--- src/verilog/dbg_ctrl_map.vh ---
// Address map, field positions and reset values of the debug control block
`ifndef DBG_CTRL_MAP_VH
`define DBG_CTRL_MAP_VH
`define IO_SPACE_TOP 8'h3f
`define IO_TO_DATA 8'h20
`define EXT_IO_BASE 8'h60
`define MAILBOX_IO 8'h22
`define MAILBOX_DATA 8'h42
`define MCUCS_IO 8'h34
`define MCUCS_DATA 8'h54
`define MCUCS_RESET 8'h20
`define MAILBOX_RESET 8'h00
`define DIRTY_BIT 7
`define DISABLE_BIT 7
`define JRF_BIT 4
`define GUARD_CYCLES 3'h4
`endif

--- src/verilog/debug_channel_jtag_control.v ---
// Debug mailbox, JTAG disable guard and JTAG reset flag
// Function
// - CPU write stores mailbox byte and sets dirty flag together.
// - Mailbox read gives low seven bits with dirty flag as MSB.
// - Mailbox reached only with debug fuse and debugger access enabled.
// - Mailbox at I/O 0x22, data space 0x42.
// - Data-space address is I/O offset plus 0x20; I/O up to 0x3F.
// - Extended space from 0x60 reached only by load and store.
// - Control/status at I/O 0x34, data 0x54, reset 0x20.
// - JTAG enabled only if disable bit low and enable fuse programmed.
// - Disable bit changes only on same value written twice in four cycles.
// - JTAG reset flag set on reset from scan reset instruction.
// - JTAG reset flag cleared by power-on reset or written zero.
`timescale 1ns/1ns
`include "dbg_ctrl_map.vh"
module debug_channel_jtag_control (
  input wire i_sys_clk,
  input wire i_srst,
  input wire i_por,
  input wire i_cpu_is_io,
  input wire [7:0] i_cpu_addr,
  input wire i_cpu_wr,
  input wire i_cpu_rd,
  input wire [7:0] i_cpu_wdata,
  input wire i_debug_enable_fuse,
  input wire i_jtag_enable_fuse,
  input wire i_dbg_access_en,
  input wire i_dbg_clear_dirty,
  input wire i_scan_reset_event,
  output reg [7:0] o_cpu_rdata,
  output reg o_cpu_hit,
  output reg o_io_passthru,
  output reg [7:0] o_debug_mailbox,
  output reg o_mailbox_dirty_flag,
  output reg o_jtag_port_enable,
  output reg o_jtag_port_disable,
  output reg o_jtag_reset_flag
);
  reg fuse_s1_q;
  reg fuse_s2_q;
  reg jfuse_s1_q;
  reg jfuse_s2_q;
  reg acc_s1_q;
  reg acc_s2_q;
  reg [7:0] mbox_q;
  reg dirty_q;
  reg dis_q;
  reg jrf_q;
  wire sel_mbox;
  wire sel_mcucs;
  wire mapped;
  wire dis_commit;
  wire mbox_route;
  wire dis_wr;

  // Fuse and debugger levels arrive from outside the clock domain
  always @(posedge i_sys_clk) begin
    if (i_srst) begin
      fuse_s1_q <= 1'b0;
      fuse_s2_q <= 1'b0;
      jfuse_s1_q <= 1'b0;
      jfuse_s2_q <= 1'b0;
      acc_s1_q <= 1'b0;
      acc_s2_q <= 1'b0;
    end else begin
      fuse_s1_q <= i_debug_enable_fuse;
      fuse_s2_q <= fuse_s1_q;
      jfuse_s1_q <= i_jtag_enable_fuse;
      jfuse_s2_q <= jfuse_s1_q;
      acc_s1_q <= i_dbg_access_en;
      acc_s2_q <= acc_s1_q;
    end
  end

  io_addr_decode u_dec (
    .i_is_io(i_cpu_is_io),
    .i_addr(i_cpu_addr),
    .o_sel_mailbox(sel_mbox),
    .o_sel_mcucs(sel_mcucs),
    .o_mapped(mapped)
  );

  assign mbox_route = sel_mbox & fuse_s2_q & acc_s2_q;
  assign dis_wr = i_cpu_wr & sel_mcucs;

  timed_write_guard u_guard (
    .i_sys_clk(i_sys_clk),
    .i_srst(i_srst),
    .i_wr(dis_wr),
    .i_val(i_cpu_wdata[`DISABLE_BIT]),
    .i_cur(dis_q),
    .o_commit(dis_commit)
  );

  // Commit is a cycle late, so the value is held beside the guard
  reg dis_pend_q;
  always @(posedge i_sys_clk) begin
    if (i_srst) begin
      mbox_q <= `MAILBOX_RESET;
      dirty_q <= 1'b0;
      dis_q <= 1'b0;
      dis_pend_q <= 1'b0;
    end else begin
      if (i_cpu_wr && mbox_route) begin
        mbox_q <= i_cpu_wdata;
        dirty_q <= 1'b1;
      end else if (i_dbg_clear_dirty) begin
        dirty_q <= 1'b0;
      end
      if (dis_wr) begin
        dis_pend_q <= i_cpu_wdata[`DISABLE_BIT];
      end
      if (dis_commit) begin
        dis_q <= dis_pend_q;
      end
    end
  end

  // Flag survives ordinary reset; only power-on reset or a zero written to its bit clears it
  always @(posedge i_sys_clk) begin
    if (i_por) begin
      jrf_q <= 1'b0;
    end else if (i_scan_reset_event) begin
      jrf_q <= 1'b1;
    end else if (dis_wr && !i_cpu_wdata[`JRF_BIT]) begin
      jrf_q <= 1'b0;
    end
  end

  always @(posedge i_sys_clk) begin
    if (i_srst) begin
      o_cpu_rdata <= 8'h00;
      o_cpu_hit <= 1'b0;
      o_io_passthru <= 1'b0;
      o_debug_mailbox <= `MAILBOX_RESET;
      o_mailbox_dirty_flag <= 1'b0;
      o_jtag_port_enable <= 1'b0;
      o_jtag_port_disable <= 1'b0;
      o_jtag_reset_flag <= 1'b0;
    end else begin
      o_cpu_hit <= (i_cpu_rd | i_cpu_wr) & (mbox_route | sel_mcucs);
      o_io_passthru <= (i_cpu_rd | i_cpu_wr) & sel_mbox & ~mbox_route;
      if (i_cpu_rd && mbox_route) begin
        o_cpu_rdata <= {dirty_q, mbox_q[6:0]};
      end else if (i_cpu_rd && sel_mcucs) begin
        o_cpu_rdata <= `MCUCS_RESET;
        o_cpu_rdata[`DISABLE_BIT] <= dis_q;
        o_cpu_rdata[`JRF_BIT] <= jrf_q;
      end else begin
        o_cpu_rdata <= 8'h00;
      end
      o_debug_mailbox <= mbox_q;
      o_mailbox_dirty_flag <= dirty_q;
      o_jtag_port_enable <= ~dis_q & jfuse_s2_q;
      o_jtag_port_disable <= dis_q;
      o_jtag_reset_flag <= jrf_q;
    end
  end
endmodule // debug_channel_jtag_control

--- src/verilog/io_addr_decode.v ---
// Maps an I/O or data-space address onto the block's register selects
`timescale 1ns/1ns
`include "dbg_ctrl_map.vh"
module io_addr_decode (
  input wire i_is_io,
  input wire [7:0] i_addr,
  output reg o_sel_mailbox,
  output reg o_sel_mcucs,
  output reg o_mapped
);
  reg [7:0] data_addr;
  always @* begin
    data_addr = 8'h00;
    o_sel_mailbox = 1'b0;
    o_sel_mcucs = 1'b0;
    o_mapped = 1'b0;
    if (i_is_io) begin
      if (i_addr <= `IO_SPACE_TOP) begin
        data_addr = i_addr + `IO_TO_DATA;
        o_mapped = 1'b1;
      end
    end else if (i_addr >= `EXT_IO_BASE) begin
      data_addr = i_addr;
      o_mapped = 1'b1;
    end else begin
      data_addr = i_addr;
      o_mapped = 1'b1;
    end
    if (o_mapped && data_addr == `MAILBOX_DATA) begin
      o_sel_mailbox = 1'b1;
    end else if (o_mapped && data_addr == `MCUCS_DATA) begin
      o_sel_mcucs = 1'b1;
    end
  end
endmodule // io_addr_decode

--- src/verilog/timed_write_guard.v ---
// Accepts a new bit value only when written the same way twice in a window
`timescale 1ns/1ns
`include "dbg_ctrl_map.vh"
module timed_write_guard #(
  parameter [2:0] WINDOW = `GUARD_CYCLES
) (
  input wire i_sys_clk,
  input wire i_srst,
  input wire i_wr,
  input wire i_val,
  input wire i_cur,
  output reg o_commit
);
  reg armed_q;
  reg pend_val_q;
  reg [2:0] age_q;
  always @(posedge i_sys_clk) begin
    if (i_srst) begin
      armed_q <= 1'b0;
      pend_val_q <= 1'b0;
      age_q <= 3'h0;
      o_commit <= 1'b0;
    end else begin
      o_commit <= 1'b0;
      if (i_wr) begin
        if (armed_q && pend_val_q == i_val && age_q < WINDOW) begin
          o_commit <= 1'b1;
          armed_q <= 1'b0;
        end else begin
          armed_q <= 1'b1;
          pend_val_q <= i_val;
          age_q <= 3'h1;
        end
      end else if (armed_q) begin
        if (age_q >= WINDOW) begin
          armed_q <= 1'b0;
        end else begin
          age_q <= age_q + 3'h1;
        end
      end
    end
  end
endmodule // timed_write_guard

--- config.mk ---
export PLATFORM = sky130hd
export DESIGN_NAME = debug_channel_jtag_control
export DESIGN_NICKNAME = d
export VERILOG_FILES = /design/src/verilog/debug_channel_jtag_control.v /design/src/verilog/io_addr_decode.v /design/src/verilog/timed_write_guard.v
export VERILOG_INCLUDE_DIRS = /design/src /design/src/verilog
export SDC_FILE = /design/constraint.sdc
export NUM_CORES = 1
export LEC_CHECK = 0
export ABC_AREA = 1
export CAP_MARGIN = 20
export CORE_AREA = 2 2 61 63
export CTS_CLUSTER_SIZE = 30
export DETAILED_ROUTE_END_ITERATION = 7
export DIE_AREA = 0 0 63 65
export DONT_BUFFER_PORTS = 1
export HOLD_SLACK_MARGIN = 0.08
export PLACE_DENSITY_LB_ADDON = 0.12
export REMOVE_ABC_BUFFERS = 1
export SLEW_MARGIN = 20
export SYNTH_ARGS = -nofsm -noshare
export SYNTH_HDL_FRONTEND = slang
export SYNTH_SLANG_ARGS = --single-unit
--- constraint.sdc ---
create_clock -name i_sys_clk -period 1.4 [get_ports i_sys_clk]
set_input_delay 0.14 -clock i_sys_clk [delete_from_list [all_inputs] [get_ports i_sys_clk]]
set_output_delay 0.14 -clock i_sys_clk [all_outputs]
set_load 0.05 [all_outputs]
# Word-level counts from Yosys, hierarchy flattened
# Index checks and enable logic that the tools add are counted.
# word_totals
regBits	46
latchBits	0
ramBits	0
romBits	0
in_bits	27
output_inout_bits	22
elab_cells	83
n_memories	0
# op_classes
n_addsub	2
n_mul	0
n_div	0
order_cmp	3
eq_ne	5
n_shift	0
mux	22
bitwise	13
reduce_logical	15
# ops
operator	n
2-to-1 mux 8 bit	4
== test 8 x 7 -> 1 bit (second input constant)	2
2-to-1 mux 1 bit	14
2-to-1 mux 3 bit	4
adder 8 x 6 -> 8 bit (second input constant)	1
less-or-equal comparator 8 x 6 -> 1 bit (second input constant)	1
logical AND 1 bit	8
AND 1 bit	7
nonzero test 2 bit	3
!= test 2 bit (second input constant)	2
inverter 1 bit	4
adder 3 x 1 -> 3 bit (second input constant)	1
greater-or-equal comparator 3 bit (second input constant)	1
< comparator 3 bit (second input constant)	1
AND reduction 3 bit	1
bitwise OR 1 bit	2
AND reduction 2 bit	1
OR reduction 2 bit	1
== test 1 bit	1
zero test 1 bit	1

# Longest topological paths before layout
# Gate-level depths: netlist of the first run.
# logic_depth
word_depth	11
mapped_depth	11
mapped_depth_nobuf	11

# Hierarchy
# From an unflattened synthesis of the first run, not the netlist that was laid out.
# unflattened
hier_cells	193
area_unflattened_um2	1592.8
# by_module_without_submodules
mod	n_inst	cells_per_inst	area_each_um2	seq_area_each_um2
debug_channel_jtag_control	1	132	1204.9	800.8
timed_write_guard	1	33	264.0	120.1
io_addr_decode	1	28	123.9	0.0

# Least setup slack after synthesis of the first run
# Ideal clock, no wire load.
# synth_path
path_kind	input to register
from	in i_cpu_addr[5]
to	reg mbox_q[0]
setup_ns	0.122
t_arrival_ns	1.087
required_ns	1.278
path_slack_ns	0.192
stages	10
path_buffers	0
cell_sequence	ha_1 -> nand2_1 -> clkinv_1 -> nand3_2 -> nand2_2 -> inv_2 -> nor2_8 -> nand3_4 -> nor2_1 -> a21oi_1
# synth_via
elab_chain_len	9
# synth_rtl
element	line	rtl
from (decl)	debug_channel_jtag_control.v:21	input wire [7:0] i_cpu_addr,
adder 8 x 6 -> 8 bit (no line) / less-or-equal comparator 8 x 6 -> 1 bit (equally long branches)	-	
2-to-1 mux 8 bit	io_addr_decode.v:18	if (i_addr <= `IO_SPACE_TOP) begin
2-to-1 mux 8 bit	io_addr_decode.v:17	if (i_is_io) begin
== test 8 x 7 -> 1 bit (no line)	-	
logical AND 1 bit (no line) *	-	
2-to-1 mux 1 bit *	io_addr_decode.v:29	if (o_mapped && data_addr == `MAILBOX_DATA) begin
AND 1 bit * (2 in series)	debug_channel_jtag_control.v:83	assign mbox_route = sel_mbox & fuse_s2_q & acc_s2_q;
logical AND 1 bit *	debug_channel_jtag_control.v:104	if (i_cpu_wr && mbox_route) begin
to (signal assigned)	debug_channel_jtag_control.v:99	mbox_q <= `MAILBOX_RESET;
to (signal assigned)	debug_channel_jtag_control.v:105	mbox_q <= i_cpu_wdata;
to (decl)	debug_channel_jtag_control.v:45	reg [7:0] mbox_q;
# Mark *: on every way between the ends. The rest lies on a longest branch, timed or not.
# A chain may end at the register's enable or synchronous reset.

# Worst setup path after layout of the first run
# layout_path
from	reg acc_s2_q
to	reg mbox_q[1]
# layout_via
elab_chain_len	2
# layout_rtl
element	line	rtl
from (decl)	debug_channel_jtag_control.v:44	reg acc_s2_q;
from (signal assigned)	debug_channel_jtag_control.v:71	acc_s2_q <= acc_s1_q;
AND 1 bit	debug_channel_jtag_control.v:83	
logical AND 1 bit	debug_channel_jtag_control.v:104	
# Every way passes these cells.

==> impl_metrics.py, run 1 <==
metrics = {
    "status": {
        "status": "finished clean",
    },
    "clock_tree": {
        "cts_tree": "yes",
        "hold_buffers": 20,
        "clkLatencyLatePin_ps": 350,
        "clkSlewWorstSetupHoldPaths_ps": 130,
        "cts_made_buffers": 5,
        "cts_max_path_buffers": 2,
        "cts_sinks": 46,
        "cts-root-buf": "clkbuf_4",
        "cts_htree_levels": 2,
    },
    "power_and_ir_drop": {
        "switching_share_pct": 22.4,
        "p_int_uw": 1680,
        "power_density_nw_per_um2": 1050,
        "power_frac_comb_pct": 6.0,
        "peakVddDrop_uv": 769,
        "switchingPower_uw": 486,
        "p_leak_uw": 0.000909,
        "p_clk_share_pct": 32.5,
        "seqPwrFrac_pct": 61.6,
    },
    "synth": {
        "synth-seq-cells": 46,
        "yosys_warnings": 0,
        "synth_seq_area_share_pct": 55.0,
        "synth_edf_count": 0,
        "synth_cells": 198,
        "synth_area_sq_um": 1680,
        "synth_ff_type": "dfxtp_1",
        "synth_area_per_cell_sq_um": 8.46,
        "synth_cell_types": 26,
        "async_flop_share_pct": 0,
    },
    "sta": {
        "period_needed_ps": 1220,
        "grt_setup_unrepaired": "false",
        "clock_skew_ps": 1.62,
        "fin_crit_sh_pct": 87.4,
        "holdWs_ps": 63.8,
        "hold_viol_final": 0,
        "slew_viol_final": 0,
        "setup_tns_ps": 0,
        "slew_headroom_pct": 52.3,
        "worstMarginPinSlew_ps": 713,
        "setup_viol": 0,
        "fmax_ghz": 0.817,
    },
    "cells_and_area": {
        "multi_input_area_sq_um": 647,
        "fin_nets": 253,
        "final_cells": 273,
        "final_common_cell": "dfxtp_1",
        "area_growth_pct": 23.1,
        "final_layout_size_suffix_gt1_share_pct": 14.7,
        "n_antenna_cell": 0,
        "seqCellArea_sq_um": 921,
        "n_fill_cell": 320,
        "final_cell_mix": "46 x dfxtp_1, 36 x inv_1, 29 x nor2_1",
        "final_core_util_pct": 59.0,
    },
    "worst_setup_path": {
        "crit_required_ps": 1650,
        "worst-endpoint-arrival_ps": 1480,
        "critPathMaxFanout": 8,
        "criticalPathCategory": "flop to flop",
        "cp-end-kind": "flop",
        "cp-start-kind": "flop",
    },
    "global_route": {
        "grt_pass1_wl_mm": 5.49,
        "grtUsageTotal_pct": 17.6,
        "grt_pass1_vias": 1249,
        "antenna_found_initial": 0,
        "grt_max_degree": 20,
        "overflow": 0,
    },
    "floorplan": {
        "initial_core_util_pct": 47.9,
        "die_area_sq_um": 4100,
        "fp.dieW_um": 63,
        "core_region_area_sq_um": 3500,
        "rows": 22,
        "die_y_um": 65,
        "ios": 49,
    },
    "place": {
        "portBuffers": 0,
        "gp_congestion": 0.823,
        "dp_hpwl_mm": 2.22,
        "placedCellCount": 244,
    },
    "routing": {
        "first_pass_iters": 4,
        "num_vias": 1274,
        "via_per_inst": 4.67,
        "drt_iter0_markers": 81,
        "wl_per_cell_um": 12.5,
        "wirelength_mm": 3.40,
        "drc": 0,
        "antenna_left": 0,
    },
    "hold_path": {
        "holdCritPathClass": "primary input to flop",
    },
    "job": {
        "maxCapViolCount": 0,
    },
}
[stage by stage]
| stage | power (uW) | worst slack (ps) | area [sq um] |
|---|---|---|---|
| 5_1_grt | 2250 | 99.0 | 2060 |
| 3_3_place_gp | 1420 | 85.5 | 1730 |
| 2_1_floorplan | 1410 | 192 | 1670 |
| 4_1_cts | 2180 | 11.9 | 2000 |
| 3_5_place_dp | 1420 | 45.9 | 1730 |
| 6_report | 2170 | 176 | 2060 |
[final cells by class]
class / count / area share [%]
clock inverters: 1 / 0.425
repair buffers: 20 / 10.2
multi-input cells: 111 / 31.4
clock buffers: 7 / 3.16
well taps: 48 / 2.91
flip-flops and latches: 46 / 44.7
inverters: 40 / 7.28
[flip-flops by register name, indices dropped and copies added, names as in the netlist, 3 cells and up]
name,count
o_debug_mailbox,8
u_guard.age_q,3
mbox_q,8
o_cpu_rdata,8
[repair_timing]
item	CTS	global route
buffers inserted	0	0
endpoints found under the hold margin	40	1
gates resized for setup	0	16
endpoints found under the setup margin	0	9
[logic make-up after synthesis]
kind of cell | Yosys count | synth area share (%)
AOI/OAI and AO/OA | 23 | 7.09
xor gates and xnor gates | 2 | 1.05
adders and majority gates | 2 | 1.49
and+or+nand+nor | 83 | 26.0
DFF | 46 | 55.0
buffers and inverters | 42 | 9.41
[worst paths after layout]
kind	startpoint	to	cells past startpoint	slack (ps)
setup / recovery	acc_s2_q$_SDFF_PP0_	mbox_q[1]$_SDFFE_PP0P_	5	180
hold / removal	i_cpu_addr[2]	o_io_passthru$_SDFF_PP0_	3	60
setup reg to reg	acc_s2_q$_SDFF_PP0_	mbox_q[1]$_SDFFE_PP0P_	5	180
hold reg to reg	fuse_s1_q$_SDFF_PP0_	fuse_s2_q$_SDFF_PP0_	2	410
[power by group through the flow]
| stage | Clock, uW | Sequential (uW) | Combinational, uW |
|---|---|---|---|
| 6_report | 703 | 1330 | 129 |
| 5_1_grt | 773 | 1340 | 141 |
| 4_1_cts | 723 | 1330 | 121 |
| 3_5_place_dp | 0 | 1360 | 60.5 |
| 3_3_place_gp | 0 | 1360 | 58.4 |
| 2_1_floorplan | 0 | 1360 | 51.6 |
[worst max-delay path, stage by stage, from the launching register on]
cell     delay, ps
dfxtp_1        340
nand2_1         50
inv_1          280
nand3_4        240
nor2_2         170
a21oi_1         40
[routing by layer]
layer	wire length [um]	global-route usage (%)	part of all wire (%)
met3	139	5.38	4.1
met4	47	6.67	1.4
met1	1480	19.3	44
met5	0	0	0
met2	1730	31.9	51
[cell usage after synthesis (2+ instances only)]
cell type,count,area (sq um)
nand2_1,22,82.6
dfxtp_1,46,921
ha_1,2,25.0
inv_1,36,135
xnor2_1,2,17.5
o21ai_1,6,30.0
a21oi_1,15,75.1
nor2_1,37,139
clkinv_1,2,7.51
inv_2,2,7.51
nor3_1,2,10.0
nand3_2,2,20.0
nand3_1,9,45.0
nand3_4,2,35.0
nand4_2,2,25.0
Note: power is estimated with default switching activity, not from simulation.
==> inputs of run 2 (changes only) <==
--- a/config.mk
+++ b/config.mk
@@ -8,10 +8,10 @@
 export LEC_CHECK = 0
 export ABC_AREA = 1
 export CAP_MARGIN = 20
-export CORE_AREA = 2 2 61 63
+export CORE_AREA = 3 3 62 64
 export CTS_CLUSTER_SIZE = 30
 export DETAILED_ROUTE_END_ITERATION = 7
-export DIE_AREA = 0 0 63 65
+export DIE_AREA = 0 0 65 67
 export DONT_BUFFER_PORTS = 1
 export HOLD_SLACK_MARGIN = 0.08
 export PLACE_DENSITY_LB_ADDON = 0.12
==> run 2 against run 1 <==
Effect of this change: the flow now finishes with violations (setup timing); utilization increased by 1.3 points; clock skew increased by 1.4 ps; critical path type is now primary input to flop; non-clock buffer count increased by 2; sequential power about the same; setup slack got worse by 200 ps; maximum frequency decreased by 14%; sequential cell count unchanged; first-iteration DRC count increased by 8.6%.
==> impl_metrics.py, run 2 (synthesis results as in run 1) <==
metrics = {
    "status": {
        "status": "finished, violations left",
        "violations": "setup timing",
    },
    "sta": {
        "grt_setup_unrepaired": "true",
        "hold_viol_final": 0,
        "fin_crit_sh_pct": 101,
        "period_needed_ps": 1420,
        "slew_viol_final": 0,
        "worstMarginPinSlew_ps": 744,
        "slew_headroom_pct": 50.2,
        "setup_slack_ps": -18.9,
        "setup_viol": 5,
        "clock_skew_ps": 3.03,
        "fmax_ghz": 0.705,
    },
    "floorplan": {
        "die_area_sq_um": 4360,
        "rows": 21,
        "ios": 49,
        "initial_core_util_pct": 50.2,
        "core_region_area_sq_um": 3340,
        "die_y_um": 67,
        "fp.dieW_um": 65,
    },
    "clock_tree": {
        "cts_htree_levels": 2,
        "cts-root-buf": "clkbuf_4",
        "cts_made_buffers": 5,
        "cts_tree": "yes",
        "clkSlewWorstSetupHoldPaths_ps": 130,
        "cts_sinks": 46,
        "cts_max_path_buffers": 2,
        "clkLatencyLatePin_ps": 350,
    },
    "worst_setup_path": {
        "cp-start-kind": "primary input",
        "criticalPathCategory": "primary input to flop",
        "cp-end-kind": "flop",
        "crit_required_ps": 1660,
        "worst-endpoint-arrival_ps": 1670,
        "r2r-start": "u_guard.armed_q$_SDFF_PP0_",
        "worstSetupStartpoint": "i_cpu_addr[2]",
        "regToRegEndpoint": "u_guard.age_q[0]$_SDFFE_PP0P_",
        "critPathMaxFanout": 8,
        "r2r_slack_ps": 280,
        "reg2reg_depth": 7,
    },
    "cells_and_area": {
        "fin_nets": 254,
        "final_cell_mix": "46 x dfxtp_1, 36 x inv_1, 35 x nor2_1",
        "top_regs": "mbox_q: 8 flops, o_cpu_rdata: 8 flops, o_debug_mailbox: 8 flops",
        "finalInstanceArea_sq_um": 2010,
        "final_common_cell": "dfxtp_1",
        "area_growth_pct": 20.1,
        "final_layout_size_suffix_gt1_share_pct": 11.1,
        "n_fill_cell": 313,
        "n_antenna_cell": 0,
    },
    "place": {
        "dp_hpwl_mm": 2.24,
        "gp_congestion": 0.726,
        "portBuffers": 0,
        "dpl-instance-area_sq_um": 1730,
    },
    "power_and_ir_drop": {
        "p_leak_uw": 0.000870,
        "power_density_nw_per_um2": 1030,
        "peakVddDrop_uv": 649,
        "power.total_uw": 2070,
    },
    "routing": {
        "num_vias": 1281,
        "first_pass_iters": 4,
        "via_per_inst": 4.71,
        "drc": 0,
        "antenna_left": 0,
        "wl_per_cell_um": 12.4,
        "drt_iter0_markers": 88,
        "wirelength_mm": 3.38,
    },
    "global_route": {
        "grt_pass1_wl_mm": 5.29,
        "overflow": 0,
        "grtUsageTotal_pct": 16.3,
        "antenna_found_initial": 0,
        "grt_max_degree": 20,
        "grt_pass1_vias": 1214,
    },
    "job": {
        "maxCapViolCount": 0,
    },
    "hold_path": {
        "hold_depth": 3,
        "worstHoldStart": "i_srst",
        "holdCritPathClass": "primary input to flop",
        "whs_endpoint": "u_guard.age_q[0]$_SDFFE_PP0P_",
    },
}
-- run 2: cell type report --
| class | count | area [sq um] | area share, % |
|---|---|---|---|
| flip-flops and latches | 46 | 921 | 45.8 |
| repair buffers | 22 | 218 | 10.8 |
| clock buffers | 6 | 41.3 | 2.05 |
| clock inverters | 2 | 13.8 | 0.684 |
| inverters | 40 | 150 | 7.46 |
| multi-input cells | 110 | 611 | 30.3 |
| well taps | 46 | 57.6 | 2.86 |
-- run 2: worst max-delay path, stage by stage --
cell and delay [ps]:
dlygate4sd3_1 570, nor3_2 220, nand4_2 200, nor2_8 190, nand3_4 160, nor2_1 130, a21oi_1 50
-- run 2: where the power goes --
group / internal, uW / total (uW) / switching, uW
combinational: 61.5 / 126 / 64.5
sequential: 1320 / 1330 / 12.0
clock: 198 / 609 / 411
-- run 2: stage by stage --
| stage | TNS (ps) | worst slack [ps] | utilization [%] | cells | hold WS [ps] |
|---|---|---|---|---|---|
| CTS | 0 | 10.2 | 59.7 | 271 | 87.9 |
| finish | -72.6 | -18.9 | 60.3 | 272 | 111 |
| global route | -624 | -90.2 | 60.3 | 272 | 127 |
| global placement | 0 | 87.5 | 51.7 | 242 | 211 |
| detailed placement | 0 | 39.9 | 51.7 | 242 | 215 |
| floorplan | 0 | 192 | - | 196 | 209 |
-- run 2: worst max path at each step --
stage,slack (ps),cells past startpoint,endpoint
2_1_floorplan,190,10,mbox_q[0]$_SDFFE_PP0P_
3_3_place_gp,90,10,mbox_q[4]$_SDFFE_PP0P_
3_5_place_dp,40,11,u_guard.age_q[0]$_SDFFE_PP0P_
4_1_cts,10,6,mbox_q[0]$_SDFFE_PP0P_
5_1_grt,-90,6,mbox_q[1]$_SDFFE_PP0P_
6_report,-20,7,mbox_q[0]$_SDFFE_PP0P_
-- run 2: what timing repair did --
| action | in CTS | in global routing |
|---|---|---|
| buffers inserted | 0 | 1 |
| gates resized for setup | 0 | 4 |
| hold buffers | 21 | 0 |
| setup endpoints to repair | 0 | 9 |
| endpoints found under the hold margin | 40 | 0 |
-- run 2: per-layer routing --
layer	vias to the layer above	part of all wire (%)	global-route usage, %
met2	28	53	29.1
met3	6	5.2	6.07
met5	-	0	0
met1	582	41	17.1
met4	0	1.5	7.12
li1	665	-	-
==> inputs of run 3 (changes only) <==
--- a/config.mk
+++ b/config.mk
@@ -8,10 +8,10 @@
 export LEC_CHECK = 0
 export ABC_AREA = 1
 export CAP_MARGIN = 20
-export CORE_AREA = 3 3 62 64
+export CORE_AREA = 3 3 56 71
 export CTS_CLUSTER_SIZE = 30
 export DETAILED_ROUTE_END_ITERATION = 7
-export DIE_AREA = 0 0 65 67
+export DIE_AREA = 0 0 59 74
 export DONT_BUFFER_PORTS = 1
 export HOLD_SLACK_MARGIN = 0.08
 export PLACE_DENSITY_LB_ADDON = 0.12
==> constraint.sdc (replaced) <==
create_clock -name i_sys_clk -period 1.72 [get_ports i_sys_clk]
set_input_delay 0.172 -clock i_sys_clk [delete_from_list [all_inputs] [get_ports i_sys_clk]]
set_output_delay 0.172 -clock i_sys_clk [all_outputs]
set_load 0.05 [all_outputs]
==> run 3 against run 2 <==
Effect of this change: the flow now finishes without violations; routed wire length decreased by 8.9%; final cell count decreased by 4.4%; non-clock buffer count down 4; utilization fell by 1.6 points; sequential cell count unchanged; combinational power shrank 30%; sequential power is 19% lower; power is 4.8% lower; register-to-register slack gained 300 ps; clock skew is 0.95 ps higher; setup slack gained 240 ps; cell area decreased by 0.12%; critical endpoint is now jrf_q$_SDFFE_PP0P_.
==> impl_metrics.py, run 3 (synthesis results as in run 1) <==
metrics = {
    "clock_tree": {
        "cts_made_buffers": 5,
        "cts_max_path_buffers": 2,
        "cts_htree_levels": 2,
        "post_cts_buffers": 0,
        "cts_tree": "yes",
        "cts_sinks": 46,
        "cts-root-buf": "clkbuf_8",
        "clkLatencyLatePin_ps": 290,
        "clkSlewWorstSetupHoldPaths_ps": 80,
    },
    "worst_setup_path": {
        "cp-end-kind": "flop",
        "criticalPathCategory": "primary input to flop",
        "worst-endpoint-arrival_ps": 1680,
        "path_cells": "ha_1, nand2_1, clkinv_1, nand3_2, nand2_2, nand4_2, o21ai_1, a21oi_1, dlygate4sd3_1",
        "crit_required_ps": 1910,
        "reg2reg_depth": 3,
        "r2r_slack_ps": 580,
        "regToRegEndpoint": "jrf_q$_SDFFE_PP0P_",
        "r2r-start": "jrf_q$_SDFFE_PP0P_",
        "cp-start-kind": "primary input",
        "max_stage_delay_ps": 550,
        "critPathMaxFanout": 7,
        "crit_path_top_delay_cell": "dlygate4sd3_1",
    },
    "routing": {
        "wirelength_mm": 3.08,
        "drc": 0,
        "wl_per_cell_um": 11.8,
        "first_pass_iters": 4,
        "drt_iter0_markers": 39,
        "antenna_left": 0,
        "num_vias": 1283,
        "via_per_inst": 4.93,
    },
    "place": {
        "portBuffers": 0,
        "gp_congestion": 0.855,
        "dp_hpwl_mm": 2.16,
        "dpl-instance-area_sq_um": 1720,
    },
    "cells_and_area": {
        "final_layout_size_suffix_gt1_share_pct": 9.05,
        "n_fill_cell": 292,
        "top_regs": "mbox_q: 8 flops, o_cpu_rdata: 8 flops, o_debug_mailbox: 8 flops",
        "final_common_cell": "dfxtp_1",
        "final_cell_mix": "46 x dfxtp_1, 37 x nor2_1, 36 x inv_1",
        "area_growth_pct": 19.9,
        "n_antenna_cell": 0,
        "fin_nets": 250,
        "finalInstanceArea_sq_um": 2010,
    },
    "global_route": {
        "grt.busiest_layer": "met2",
        "met3_usage_pct": 4.86,
        "grt_pass1_wl_mm": 5.26,
        "overflow": 0,
        "met1_usage_pct": 17.9,
        "grt_pass1_vias": 1234,
        "antenna_found_initial": 0,
        "grtUsageTotal_pct": 15.9,
        "grt_max_degree": 20,
        "grtUsageMet2_pct": 27.3,
    },
    "sta": {
        "period_needed_ps": 1490,
        "grt_setup_unrepaired": "false",
        "hold_viol_final": 0,
        "worstMarginPinSlew_ps": 666,
        "fmax_ghz": 0.669,
        "clock_skew_ps": 3.98,
        "slew_headroom_pct": 55.5,
        "slew_viol_final": 0,
        "fin_crit_sh_pct": 86.9,
        "setup_tns_ps": 0,
        "setup_viol": 0,
    },
    "power_and_ir_drop": {
        "peakVddDrop_uv": 747,
        "p_leak_uw": 0.000877,
        "power_density_nw_per_um2": 980,
    },
    "floorplan": {
        "core_region_area_sq_um": 3420,
        "initial_core_util_pct": 48.9,
        "rows": 24,
        "die_area_sq_um": 4370,
        "fp.dieW_um": 59,
        "die_y_um": 74,
        "ios": 49,
    },
    "hold_path": {
        "worstHoldStart": "i_cpu_wr",
        "hold_depth": 2,
        "holdCritPathClass": "primary input to flop",
        "whs_endpoint": "u_guard.armed_q$_SDFF_PP0_",
    },
    "job": {
        "maxCapViolCount": 0,
    },
    "status": {
        "status": "finished clean",
    },
}
==> run 3: power by group <==
part | leakage, uW | internal (uW) | switching (uW)
registers | 0.000372 | 1070 | 9.87
logic | 0.000447 | 44.0 | 44.7
clock network | 0.0000573 | 464 | 332
==> run 3: per-layer routing <==
metal / up-vias / share of wire (%)
li1: 650 / -
met1: 584 / 41
met2: 44 / 49
met3: 5 / 7.8
met4: 0 / 1.8
met5: - / 0
==> run 3: worst max path at each step <==
stage / start / cells past startpoint / slack (ps) / endpoint
finish: i_cpu_addr[5] / 9 / 230 / jrf_q$_SDFFE_PP0P_
global route: i_cpu_addr[5] / 9 / 110 / jrf_q$_SDFFE_PP0P_
CTS: i_cpu_addr[5] / 9 / 230 / jrf_q$_SDFFE_PP0P_
detailed placement: i_cpu_addr[5] / 9 / 340 / mbox_q[1]$_SDFFE_PP0P_
global placement: i_cpu_addr[5] / 10 / 370 / mbox_q[7]$_SDFFE_PP0P_
floorplan: i_cpu_addr[5] / 10 / 480 / mbox_q[0]$_SDFFE_PP0P_
==> run 3: metrics by stage <==
step / total power, uW / cells / worst slack (ps) / hold WS [ps] / utilization (%)
finish: 1970 / 260 / 225 / 90.1 / 58.7
global route: 2040 / 260 / 110 / 104 / 58.7
CTS: 2000 / 260 / 234 / 83.4 / 58.7
detailed placement: 1160 / 235 / 336 / 245 / 50.1
global placement: 1160 / 235 / 372 / 244 / 50.1
floorplan: 1150 / 196 / 480 / 241 / -
==> run 3: cell type report <==
class | instances | area (sq um) | area share (%)
clock buffers | 6 | 82.6 | 4.11
clock inverters | 1 | 30.0 | 1.49
inverters | 40 | 150 | 7.47
multi-input cells | 110 | 597 | 29.7
flip-flops and latches | 46 | 921 | 45.8
well taps | 39 | 48.8 | 2.43
repair buffers | 18 | 180 | 8.97
==> run 3: timing repair <==
| action | 4_1_cts | 5_1_grt |
|---|---|---|
| hold endpoints to repair | 36 | 0 |
| hold buffers | 18 | 0 |
| resized for setup | 0 | 0 |
==> run 3: worst max-delay path, delay by kind of cell <==
family                     cells  cell delay (ps)
and+or+nand+nor                4              370
buffers and inverters          2              600
adders and majority gates      1              260
AOI/OAI and AO/OA              2              270
